File: src/hw/ofpd_map.svh
// Register offsets, field positions and reset values of the output configuration block.
`ifndef OFPD_MAP_SVH
`define OFPD_MAP_SVH

// Register offsets on the serial control port.
`define OFPD_OFS_B_DRV 8'h1f
`define OFPD_OFS_B_SE 8'h20
`define OFPD_OFS_C_DIV_LO 8'h21
`define OFPD_OFS_C_DIV_HI 8'h22
`define OFPD_OFS_C_PH_LO 8'h23
`define OFPD_OFS_C_PH_HI 8'h24

// Field positions in the second output driver register.
`define OFPD_B_PD_BIT 7
`define OFPD_B_SYNCX_BIT 6
`define OFPD_B_POL_HI 5
`define OFPD_B_POL_LO 4
`define OFPD_B_KIND_HI 3
`define OFPD_B_KIND_LO 1

// Field positions in the second output single-ended register.
`define OFPD_B_TEN_BIT 7
`define OFPD_B_TPOL_HI 6
`define OFPD_B_TPOL_LO 5
`define OFPD_B_CEN_BIT 4
`define OFPD_B_CPOL_HI 3
`define OFPD_B_CPOL_LO 2

// Upper field positions of the third output ratio and phase.
`define OFPD_C_DIV_HI_MSB 1
`define OFPD_C_PH_HI_MSB 2

// Reset values.
`define OFPD_RST_B_POL 2'h1
`define OFPD_RST_B_KIND 3'h2
`define OFPD_RST_SE_POL 2'h0
`define OFPD_RST_C_DIV 10'h000
`define OFPD_RST_C_PH 11'h000

`endif

File: src/hw/ofpd_pkg.sv
// Types shared by the output configuration block.
package ofpd_pkg;

  // Four-way polarity coding used by differential and single-ended drivers.
  typedef enum logic [1:0] {
    OFPD_POL_HIGH = 2'h0,
    OFPD_POL_TRUE = 2'h1,
    OFPD_POL_INV = 2'h2,
    OFPD_POL_LOW = 2'h3
  } ofpd_pol_t;

  // Driver kinds of the second output.
  typedef enum logic [2:0] {
    OFPD_KIND_LV_HALF = 3'h0,
    OFPD_KIND_LV_3Q = 3'h1,
    OFPD_KIND_LV_FULL = 3'h2,
    OFPD_KIND_LV_BIG = 3'h3,
    OFPD_KIND_HS_STD = 3'h4,
    OFPD_KIND_HS_BOOST = 3'h5,
    OFPD_KIND_SE_A = 3'h6,
    OFPD_KIND_SE_B = 3'h7
  } ofpd_kind_t;

endpackage

File: src/hw/ofpd_div_if.sv
// Signals between the configuration top and the third output divider.
`timescale 1ns/1ns
interface ofpd_div_if;
  logic [9:0] divide_value;
  logic [10:0] phase_value;
  logic sync_pulse;
  logic clk_out;

  modport cfg (output divide_value, output phase_value, output sync_pulse, input clk_out);
  modport div (input divide_value, input phase_value, input sync_pulse, output clk_out);
endinterface

File: src/hw/ofpd_divider.sv
// Third output divider with half-period phase offset.
`timescale 1ns/1ns
`include "ofpd_map.svh"
module ofpd_divider
  import ofpd_pkg::*;
(
  input wire logic clock_in,
  input wire logic rstn_in,
  ofpd_div_if.div dif
);

  typedef enum logic {OFPD_ST_DELAY, OFPD_ST_RUN} ofpd_dst_t;

  ofpd_dst_t state_q;
  logic [9:0] cnt_q;
  logic [9:0] delay_q;
  logic pos_q;
  logic neg_q;
  wire logic [10:0] high_len;
  wire logic bypass;
  wire logic period_end;
  wire logic pos_d;

  // High time is the larger half, so even ratios, which give odd periods, lean high by one cycle.
  assign high_len = ({1'b0, dif.divide_value} + 11'h0002) >> 1;
  assign bypass = (dif.divide_value == 10'h000);
  assign period_end = (cnt_q >= dif.divide_value);
  // A sync forces the output low at once, so no stale high pulse precedes the delay.
  assign pos_d = (state_q == OFPD_ST_RUN) && !dif.sync_pulse && ({1'b0, cnt_q} < high_len);

  // Whole periods of delay are counted here; the odd half is added by the falling edge.
  always_ff @(posedge clock_in or negedge rstn_in) begin
    if (!rstn_in) begin
      state_q <= OFPD_ST_RUN;
      cnt_q <= 10'h000;
      delay_q <= 10'h000;
      pos_q <= 1'b0;
    end else begin
      pos_q <= pos_d;
      case (state_q)
        OFPD_ST_RUN: begin
          if (dif.sync_pulse) begin
            state_q <= OFPD_ST_DELAY;
            delay_q <= dif.phase_value[10:1];
            cnt_q <= 10'h000;
          end else if (period_end) begin
            cnt_q <= 10'h000;
          end else begin
            cnt_q <= cnt_q + 10'h001;
          end
        end
        OFPD_ST_DELAY: begin
          if (delay_q == 10'h000) begin
            state_q <= OFPD_ST_RUN;
          end else begin
            delay_q <= delay_q - 10'h001;
          end
        end
        default: begin
          state_q <= OFPD_ST_RUN;
        end
      endcase
    end
  end

  // Falling-edge copy gives the half input period step.
  always_ff @(negedge clock_in or negedge rstn_in) begin
    if (!rstn_in) begin
      neg_q <= 1'b0;
    end else begin
      neg_q <= pos_q;
    end
  end

  // Divide-by-one passes the input clock itself, inverted for an odd half step.
  assign dif.clk_out = bypass ?
    ((state_q == OFPD_ST_RUN) && (dif.phase_value[0] ? !clock_in : clock_in)) :
    (dif.phase_value[0] ? neg_q : pos_q);

endmodule

File: src/hw/ofpd_cfg_top.sv
// Second output driver control and third output divider configuration.
// Function
// - The third output divider divides the input clock by its 10-bit ratio plus one.
// - The ratio takes eight low bits from one register and bits 1:0 of register 0x22.
// - The third output is delayed by its 11-bit phase value in half input periods.
// - The phase takes eight low bits from one register and bits 2:0 of register 0x24.
// - Bit 6 of the second driver register excludes its divider from sync, bit 7 powers it down.
// - Bits 5:4 pick force high, pass, invert or force low for the differential driver.
// - Bits 3:1 pick four low-swing levels, two high-speed levels or off with single-ended use.
// - Bit 7 of register out_b_single_ended_ctrl enables the true-side single-ended driver, default off.
// - Bits 6:5 give the true-side polarity with the same coding, default force high.
// - Bit 4 of register out_b_single_ended_ctrl enables the complement-side single-ended driver, default off.
// - Bits 3:2 give the complement-side polarity, default force high.
`timescale 1ns/1ns
`include "ofpd_map.svh"
module ofpd_cfg_top
  import ofpd_pkg::*;
(
  input wire logic clock_in,
  input wire logic rstn_in,
  input wire logic [7:0] reg_addr_in,
  input wire logic reg_wr_in,
  input wire logic [7:0] reg_wdata_in,
  input wire logic reg_rd_in,
  output logic [7:0] reg_rdata_out,
  input wire logic sync_in,
  input wire logic div_b_clk_in,
  output logic div_b_powerdown_out,
  output logic div_b_sync_exclude_out,
  output logic [2:0] out_b_driver_kind_out,
  output logic out_b_diff_out,
  output logic out_b_diff_oe_out,
  output logic out_b_true_se_out,
  output logic out_b_true_se_oe_out,
  output logic out_b_comp_se_out,
  output logic out_b_comp_se_oe_out,
  output logic [9:0] out_c_divide_value_out,
  output logic [10:0] out_c_phase_value_out,
  output logic third_clock_output_out
);

  // Second output driver register fields.
  logic div_b_powerdown_q;
  logic div_b_sync_exclude_q;
  ofpd_pol_t out_b_polarity_sel_q;
  ofpd_kind_t out_b_driver_kind_q;

  // Second output single-ended fields.
  logic out_b_true_se_enable_q;
  ofpd_pol_t out_b_true_se_polarity_q;
  logic out_b_comp_se_enable_q;
  ofpd_pol_t out_b_comp_se_polarity_q;

  // Third output ratio and phase.
  logic [9:0] out_c_divide_value_q;
  logic [10:0] out_c_phase_value_q;

  logic [7:0] rdata_q;
  logic [7:0] rdata_d;

  // Write decode.
  wire logic wr_b_drv;
  wire logic wr_b_se;
  wire logic wr_c_div_lo;
  wire logic wr_c_div_hi;
  wire logic wr_c_ph_lo;
  wire logic wr_c_ph_hi;

  assign wr_b_drv = reg_wr_in && (reg_addr_in == `OFPD_OFS_B_DRV);
  assign wr_b_se = reg_wr_in && (reg_addr_in == `OFPD_OFS_B_SE);
  assign wr_c_div_lo = reg_wr_in && (reg_addr_in == `OFPD_OFS_C_DIV_LO);
  assign wr_c_div_hi = reg_wr_in && (reg_addr_in == `OFPD_OFS_C_DIV_HI);
  assign wr_c_ph_lo = reg_wr_in && (reg_addr_in == `OFPD_OFS_C_PH_LO);
  assign wr_c_ph_hi = reg_wr_in && (reg_addr_in == `OFPD_OFS_C_PH_HI);

  // Readback images; only field bits are stored, so reserved bits are zero.
  wire logic [7:0] img_b_drv;
  wire logic [7:0] img_b_se;
  wire logic [7:0] img_c_div_hi;
  wire logic [7:0] img_c_ph_hi;

  assign img_b_drv = {div_b_powerdown_q, div_b_sync_exclude_q, out_b_polarity_sel_q,
                      out_b_driver_kind_q, 1'b0};
  assign img_b_se = {out_b_true_se_enable_q, out_b_true_se_polarity_q,
                     out_b_comp_se_enable_q, out_b_comp_se_polarity_q, 2'h0};
  assign img_c_div_hi = {6'h00, out_c_divide_value_q[9:8]};
  assign img_c_ph_hi = {5'h00, out_c_phase_value_q[10:8]};

  // Read select; an unmapped offset returns zero.
  always_comb begin
    case (reg_addr_in)
      `OFPD_OFS_B_DRV: rdata_d = img_b_drv;
      `OFPD_OFS_B_SE: rdata_d = img_b_se;
      `OFPD_OFS_C_DIV_LO: rdata_d = out_c_divide_value_q[7:0];
      `OFPD_OFS_C_DIV_HI: rdata_d = img_c_div_hi;
      `OFPD_OFS_C_PH_LO: rdata_d = out_c_phase_value_q[7:0];
      `OFPD_OFS_C_PH_HI: rdata_d = img_c_ph_hi;
      default: rdata_d = 8'h00;
    endcase
  end

  // Second output driver register.
  always_ff @(posedge clock_in or negedge rstn_in) begin
    if (!rstn_in) begin
      div_b_powerdown_q <= 1'b0;
      div_b_sync_exclude_q <= 1'b0;
      out_b_polarity_sel_q <= ofpd_pol_t'(`OFPD_RST_B_POL);
      out_b_driver_kind_q <= ofpd_kind_t'(`OFPD_RST_B_KIND);
    end else if (wr_b_drv) begin
      div_b_powerdown_q <= reg_wdata_in[`OFPD_B_PD_BIT];
      div_b_sync_exclude_q <= reg_wdata_in[`OFPD_B_SYNCX_BIT];
      out_b_polarity_sel_q <= ofpd_pol_t'(reg_wdata_in[`OFPD_B_POL_HI:`OFPD_B_POL_LO]);
      out_b_driver_kind_q <= ofpd_kind_t'(reg_wdata_in[`OFPD_B_KIND_HI:`OFPD_B_KIND_LO]);
    end
  end

  // Second output single-ended register.
  always_ff @(posedge clock_in or negedge rstn_in) begin
    if (!rstn_in) begin
      out_b_true_se_enable_q <= 1'b0;
      out_b_true_se_polarity_q <= ofpd_pol_t'(`OFPD_RST_SE_POL);
      out_b_comp_se_enable_q <= 1'b0;
      out_b_comp_se_polarity_q <= ofpd_pol_t'(`OFPD_RST_SE_POL);
    end else if (wr_b_se) begin
      out_b_true_se_enable_q <= reg_wdata_in[`OFPD_B_TEN_BIT];
      out_b_true_se_polarity_q <=
        ofpd_pol_t'(reg_wdata_in[`OFPD_B_TPOL_HI:`OFPD_B_TPOL_LO]);
      out_b_comp_se_enable_q <= reg_wdata_in[`OFPD_B_CEN_BIT];
      out_b_comp_se_polarity_q <=
        ofpd_pol_t'(reg_wdata_in[`OFPD_B_CPOL_HI:`OFPD_B_CPOL_LO]);
    end
  end

  // Ratio and phase halves; each byte updates on its own, so software
  // should write both halves before a sync to avoid a mixed value.
  always_ff @(posedge clock_in or negedge rstn_in) begin
    if (!rstn_in) begin
      out_c_divide_value_q <= `OFPD_RST_C_DIV;
      out_c_phase_value_q <= `OFPD_RST_C_PH;
    end else begin
      if (wr_c_div_lo) begin
        out_c_divide_value_q[7:0] <= reg_wdata_in;
      end
      if (wr_c_div_hi) begin
        out_c_divide_value_q[9:8] <= reg_wdata_in[`OFPD_C_DIV_HI_MSB:0];
      end
      if (wr_c_ph_lo) begin
        out_c_phase_value_q[7:0] <= reg_wdata_in;
      end
      if (wr_c_ph_hi) begin
        out_c_phase_value_q[10:8] <= reg_wdata_in[`OFPD_C_PH_HI_MSB:0];
      end
    end
  end

  // Read data is registered one cycle after the read strobe and holds until the next read.
  // A read in the cycle of a write to the same offset returns the old value.
  always_ff @(posedge clock_in or negedge rstn_in) begin
    if (!rstn_in) begin
      rdata_q <= 8'h00;
    end else if (reg_rd_in) begin
      rdata_q <= rdata_d;
    end
  end

  // Codes 110 and 111 turn the differential stage off in favour of single-ended use.
  wire logic se_mode;
  wire logic div_b_clk_live;
  assign se_mode = out_b_driver_kind_q[2] && out_b_driver_kind_q[1];
  // A powered-down divider is held low so the drivers see a still clock.
  assign div_b_clk_live = div_b_clk_in && !div_b_powerdown_q;

  // Polarity code per driver: 0 differential, 1 true side, 2 complement side.
  wire logic [1:0] drv_pol [3];
  wire logic [2:0] drv_data;
  assign drv_pol[0] = out_b_polarity_sel_q;
  assign drv_pol[1] = out_b_true_se_polarity_q;
  assign drv_pol[2] = out_b_comp_se_polarity_q;

  // The same four-way coding serves all three drivers, so one loop builds them.
  generate
    for (genvar g = 0; g < 3; g++) begin : g_pol
      assign drv_data[g] = (drv_pol[g] == OFPD_POL_HIGH) ? 1'b1 :
        (drv_pol[g] == OFPD_POL_TRUE) ? div_b_clk_live :
        (drv_pol[g] == OFPD_POL_INV) ? !div_b_clk_live : 1'b0;
    end
  endgenerate

  // Second output drivers; the drive level itself lives in the analog pad, so only
  // the data and the enables are made here.
  assign out_b_diff_out = drv_data[0];
  assign out_b_diff_oe_out = !se_mode;
  assign out_b_true_se_out = drv_data[1];
  assign out_b_true_se_oe_out = se_mode && out_b_true_se_enable_q;
  assign out_b_comp_se_out = drv_data[2];
  assign out_b_comp_se_oe_out = se_mode && out_b_comp_se_enable_q;

  // Configuration visible to the second divider and the sync logic.
  assign div_b_powerdown_out = div_b_powerdown_q;
  assign div_b_sync_exclude_out = div_b_sync_exclude_q;
  assign out_b_driver_kind_out = out_b_driver_kind_q;
  assign out_c_divide_value_out = out_c_divide_value_q;
  assign out_c_phase_value_out = out_c_phase_value_q;
  assign reg_rdata_out = rdata_q;

  // Third output divider.
  ofpd_div_if dif ();
  assign dif.divide_value = out_c_divide_value_q;
  assign dif.phase_value = out_c_phase_value_q;
  // The sync pulse comes from the global sync logic on this same clock, so it needs no synchroniser.
  assign dif.sync_pulse = sync_in;

  ofpd_divider u_div (
    .clock_in(clock_in),
    .rstn_in(rstn_in),
    .dif(dif.div)
  );

  assign third_clock_output_out = dif.clk_out;

endmodule

File: config.mk
export PLATFORM = sky130hd
export DESIGN_NAME = ofpd_cfg_top
export DESIGN_NICKNAME = d
export VERILOG_FILES = /design/src/hw/ofpd_pkg.sv /design/src/hw/ofpd_div_if.sv /design/src/hw/ofpd_divider.sv /design/src/hw/ofpd_cfg_top.sv
export VERILOG_INCLUDE_DIRS = /design/src /design/src/hw
export SDC_FILE = /design/constraint.sdc
export NUM_CORES = 1
export LEC_CHECK = 0
export BUFFER_PORTS_ARGS = -buffer_cell sky130_fd_sc_hd__buf_2
export CORE_ASPECT_RATIO = 0.8
export CORE_MARGIN = 5
export CORE_UTILIZATION = 55
export DETAILED_ROUTE_END_ITERATION = 16
export GPL_TIMING_DRIVEN = 0
export PLACE_DENSITY = 0.8
export RECOVER_POWER = 25
export REMOVE_ABC_BUFFERS = 1
export SYNTH_ARGS = -nofsm -noshare
export SYNTH_HDL_FRONTEND = slang
export SYNTH_SLANG_ARGS = --single-unit
File: constraint.sdc
create_clock -name clock_in -period 6.7 [get_ports clock_in]
set_clock_uncertainty 0.05 [all_clocks]
set_input_delay 0.67 -clock clock_in [delete_from_list [all_inputs] [get_ports clock_in]]
set_output_delay 0.67 -clock clock_in [all_outputs]
set_load 0.03 [all_outputs]
# After elaboration in Yosys (flattened, before gate mapping)
# Cells that the tools add are included.
# W data, S select, Z words.
dict set report totals {
  register_bits 65
  romBits 0
  latch_bits 0
  memories 0
  input_bits 22
  ramBits 0
  elab_cells 83
}
dict set report op_classes {
  mul 0
  addsub 3
  eq_ne 14
  n_mux 21
  reduce_logical 24
  shift 0
  n_bitwise 1
  n_lt_le_gt_ge 2
  div_mod_pow 0
}
# operator n
set op_table {}
lappend op_table {{$pmux W8 S6} 1}
lappend op_table {{$eq A8 B6 Y1 const B} 5}
lappend op_table {{$mux W10} 4}
lappend op_table {{$logic_not A10 Y1} 2}
lappend op_table {{$pmux W10 S2} 1}
lappend op_table {{$mux W1} 14}
lappend op_table {{$logic_and A1 B1 Y1} 13}
lappend op_table {{$add A10 B2 Y11 const B} 1}
lappend op_table {{$add A10 B1 Y10 const B} 1}
lappend op_table {{$ge A10 B10 Y1} 1}
lappend op_table {{$lt A10 B10 Y1} 1}
lappend op_table {{$sub A10 B1 Y10 const B} 1}
lappend op_table {{$eq A8 B5 Y1 const B} 1}
lappend op_table {{$eq A2 B1 Y1 const B} 3}
lappend op_table {{$eq A2 B2 Y1 const B} 3}
lappend op_table {{$logic_not A2 Y1} 3}
lappend op_table {{$logic_not A1 Y1} 5}
lappend op_table {{$ne A2 B2 Y1 const B} 2}
lappend op_table {{$pmux W1 S2} 1}
lappend op_table {{$reduce_and A2 Y1} 1}
lappend op_table {{$not A1 Y1} 1}

# Logic depth before layout (Yosys ltp)
dict set report logic_depth {
  depth_word 6
  mapped_depth 10
  ltp_nobuf 10
}

# Cells and area by module
# A second synthesis with hierarchy kept.
dict set report unflattened {
  hier_cells 371
  area_unflattened_um2 3846.2
}
# mod area_each_um2 cells_per_inst n_inst seq_area_each_um2
set modules_own_cells {}
lappend modules_own_cells {ofpd_cfg_top 2006.9 156 1 1053.5}
lappend modules_own_cells {ofpd_divider 1839.3 215 1 576.8}

==> out/qor.txt <==
Antenna Nets Post-Route = 0
final instance area = 0.00438 mm^2
startpoint types = register
pin count of the biggest net entering global routing = 66
Post-Synth Adder-Cell Area = 7.22%
area growth from synthesis to layout = 15.0%
hpwl dp = 6.86 mm
Gate Count Post-Synth = 381
most frequent cells in the layout = dfrtp_1 (61), buf_2 (61), mux2_2 (35), inv_1 (31)
Initial Util = 55.9%
CTS Hold Bufs = 0
Async SR Flop Fraction = 100%
outcome = complete, no violations
total negative slack = 0 ns
core area = 0.00682 mm^2
die width = 103 um
initial antenna violation count = 0
final setup margin = 1.36 ns
initial drt markers = 204
fillers = 563
largest family of logic cells by synthesized area = simple AND/OR/NAND/NOR gates
Total GRT Usage = 23.2%
PortBufs = 62
Design Power = 1.09 mW
Synth cell types = 55
Rows = 27
dpl cell area = 0.00417 mm^2
DRC = 0
Clk Latency, worst-skew pair = 0.46 ns
first-pass GRT wire length = 15.4 mm
Die Y = 84.5 um
Hold Crit Class = in2async
RSZ-0062 raised after global routing = false
GR Overflow Total = 0
CTS tree = yes
simple-gate share of the synthesized area = 15.2%
DR vias/cell = 5.95
vias in the first global route = 3,112
dominant synthesized flop cell = dfrtp_1
critical path capture point type = primary output
sequential share of the synthesized area = 42.8%
GPL Wtd Cong = 0.812
measured slew at the worst slew-check pin = 1.12 ns
area leader, netlist = dfrtp_1
Final setup viols = 0
vias post-DR = 3,183
Post-Syn Area = 0.00381 mm^2
drt pass-1 iters = 4
multiplexer share of the synthesized area = 14.0%
Worst Path Class, Setup = reg2out
share of layout cells above drive strength 1 = 28.3%
syn avg cell area = 10.0 um^2
XOR/XNOR Fraction of Synth Area = 2.30%
final WL = 9.41 mm
Required @ worst endpoint = 5.98 ns
fin cells = 535
Slew HR = 24.6%
Worst-path clk slew = 0.06 ns
IO Pins = 63
Util after Layout = 64.2%
Synth Area in Compound Gates = 13.7%
# diodes = 0
Yosys reg bits = 65
Nets = 487
most area-consuming cells after synthesis = dfrtp_1 (40%), mux2_2 (10%), ha_1 (7.2%), mux2i_1 (3.7%), o21ai_0 (3.2%)
crit path DAT = 4.62 ns
die area = 0.00871 mm^2
R2R Setup Slk = 2.76 ns
warnings from Yosys = 0
dpl cells = 516
DP Worst Slack = 1.85 ns
PD cells = 249 mW/mm^2
maxcap violations = 0
fin. max-slew vios = 0
leakage = 2.05 nW
Synth top area share = 40.0%
PostCTS Resize Cnt = 0
Final Hold Viols = 0
worst vdd ir = 0.226 mV
Post-synth EDFFs = 0
Wirelength per Cell = 17.6 um
top fanout value on the critical path = 1
worst hold slack = 0.247 ns
post-CTS setup buffer count = 0
==> logic make-up (layout without fill, tap and decap cells) <==
logic type                 count (synthesis)  after routing
buffers and inverters                     45            112
DFF                                       65             65
muxes                                     49             49
AOI/OAI and AO/OA                         82             82
and+or+nand+nor                          108            108
xor gates and xnor gates                  10             10
adders and majority gates                 22             22
==> sequential cells by signal, indices dropped and copies added, names as in the netlist <==
register / count
u_div.delay_q: 10
out_b_polarity_sel_q: 2
out_b_comp_se_enable_q: 1
out_c_divide_value_out: 10
reg_rdata_out: 8
div_b_powerdown_out: 1
u_div.neg_q: 1
out_b_driver_kind_out: 3
out_c_phase_value_out: 11
u_div.cnt_q: 10
out_b_true_se_polarity_q: 2
div_b_sync_exclude_out: 1
u_div.pos_q: 1
out_b_true_se_enable_q: 1
out_b_comp_se_polarity_q: 2
u_div.state_q: 1
==> layer usage <==
layer | vias up | GRT usage, % | part of all wire, % | routed length (um)
met3 | 8 | 8.55 | 7.2 | 673
met1 | 1546 | 32.0 | 46 | 4310
li1 | 1519 | - | - | -
met5 | - | 0 | 0 | 0
met2 | 110 | 33.8 | 46 | 4340
met4 | 0 | 7.53 | 0.97 | 91
==> critical path, stage by stage (launching register included) <==
cell,delay [ns]
dfrtn_1,0.40
mux2i_1,0.06
a21oi_1,0.14
buf_2,0.21
==> synthesized netlist by cell type, types with 4 or more instances <==
library cell	n
o22ai_1	13
nor4_1	8
nand3b_1	4
o221ai_1	5
a22oi_1	8
mux2_2	35
nor2b_1	7
ha_1	22
nor3_1	9
mux2i_1	14
clkbuf_1	9
o21ai_0	24
nand2_1	18
a21oi_1	12
nand3_1	13
xnor2_1	9
nor2_1	24
inv_1	31
nand4_1	4
dfrtp_1	61
and3_1	4
==> power breakdown <==
part,switching [mW],internal [mW]
Combinational,0.133,0.0989
Sequential,0.0622,0.438
Clock,0.169,0.187
Total,0.365,0.725
==> final timing paths <==
kind | from | depth (start not counted) | to
worst max-delay path | u_div.neg_q | 3 | third_clock_output_out
worst min-delay path | rstn_in | 1 | u_div.cnt_q[9]
worst max register to register | u_div.pos_q | 0 | u_div.neg_q
worst min register to register | u_div.delay_q[1] | 2 | u_div.delay_q[1]
max in group asynchronous | rstn_in | 1 | u_div.neg_q
min in group clock_in | reg_wdata_in[6] | 2 | out_c_phase_value_out[6]
==> layout make-up <==
type                    instances  area [um^2]  area share, %
clock inverters                 4         28.8          0.657
well taps                      87          109           2.48
flip-flops and latches         65         1630           37.2
multi-input cells             271         2000           45.6
clock buffers                  16          191           4.37
repair buffers                 61          308           7.02
inverters                      31          116           2.65
Note: power is estimated with default switching activity, not from simulation.
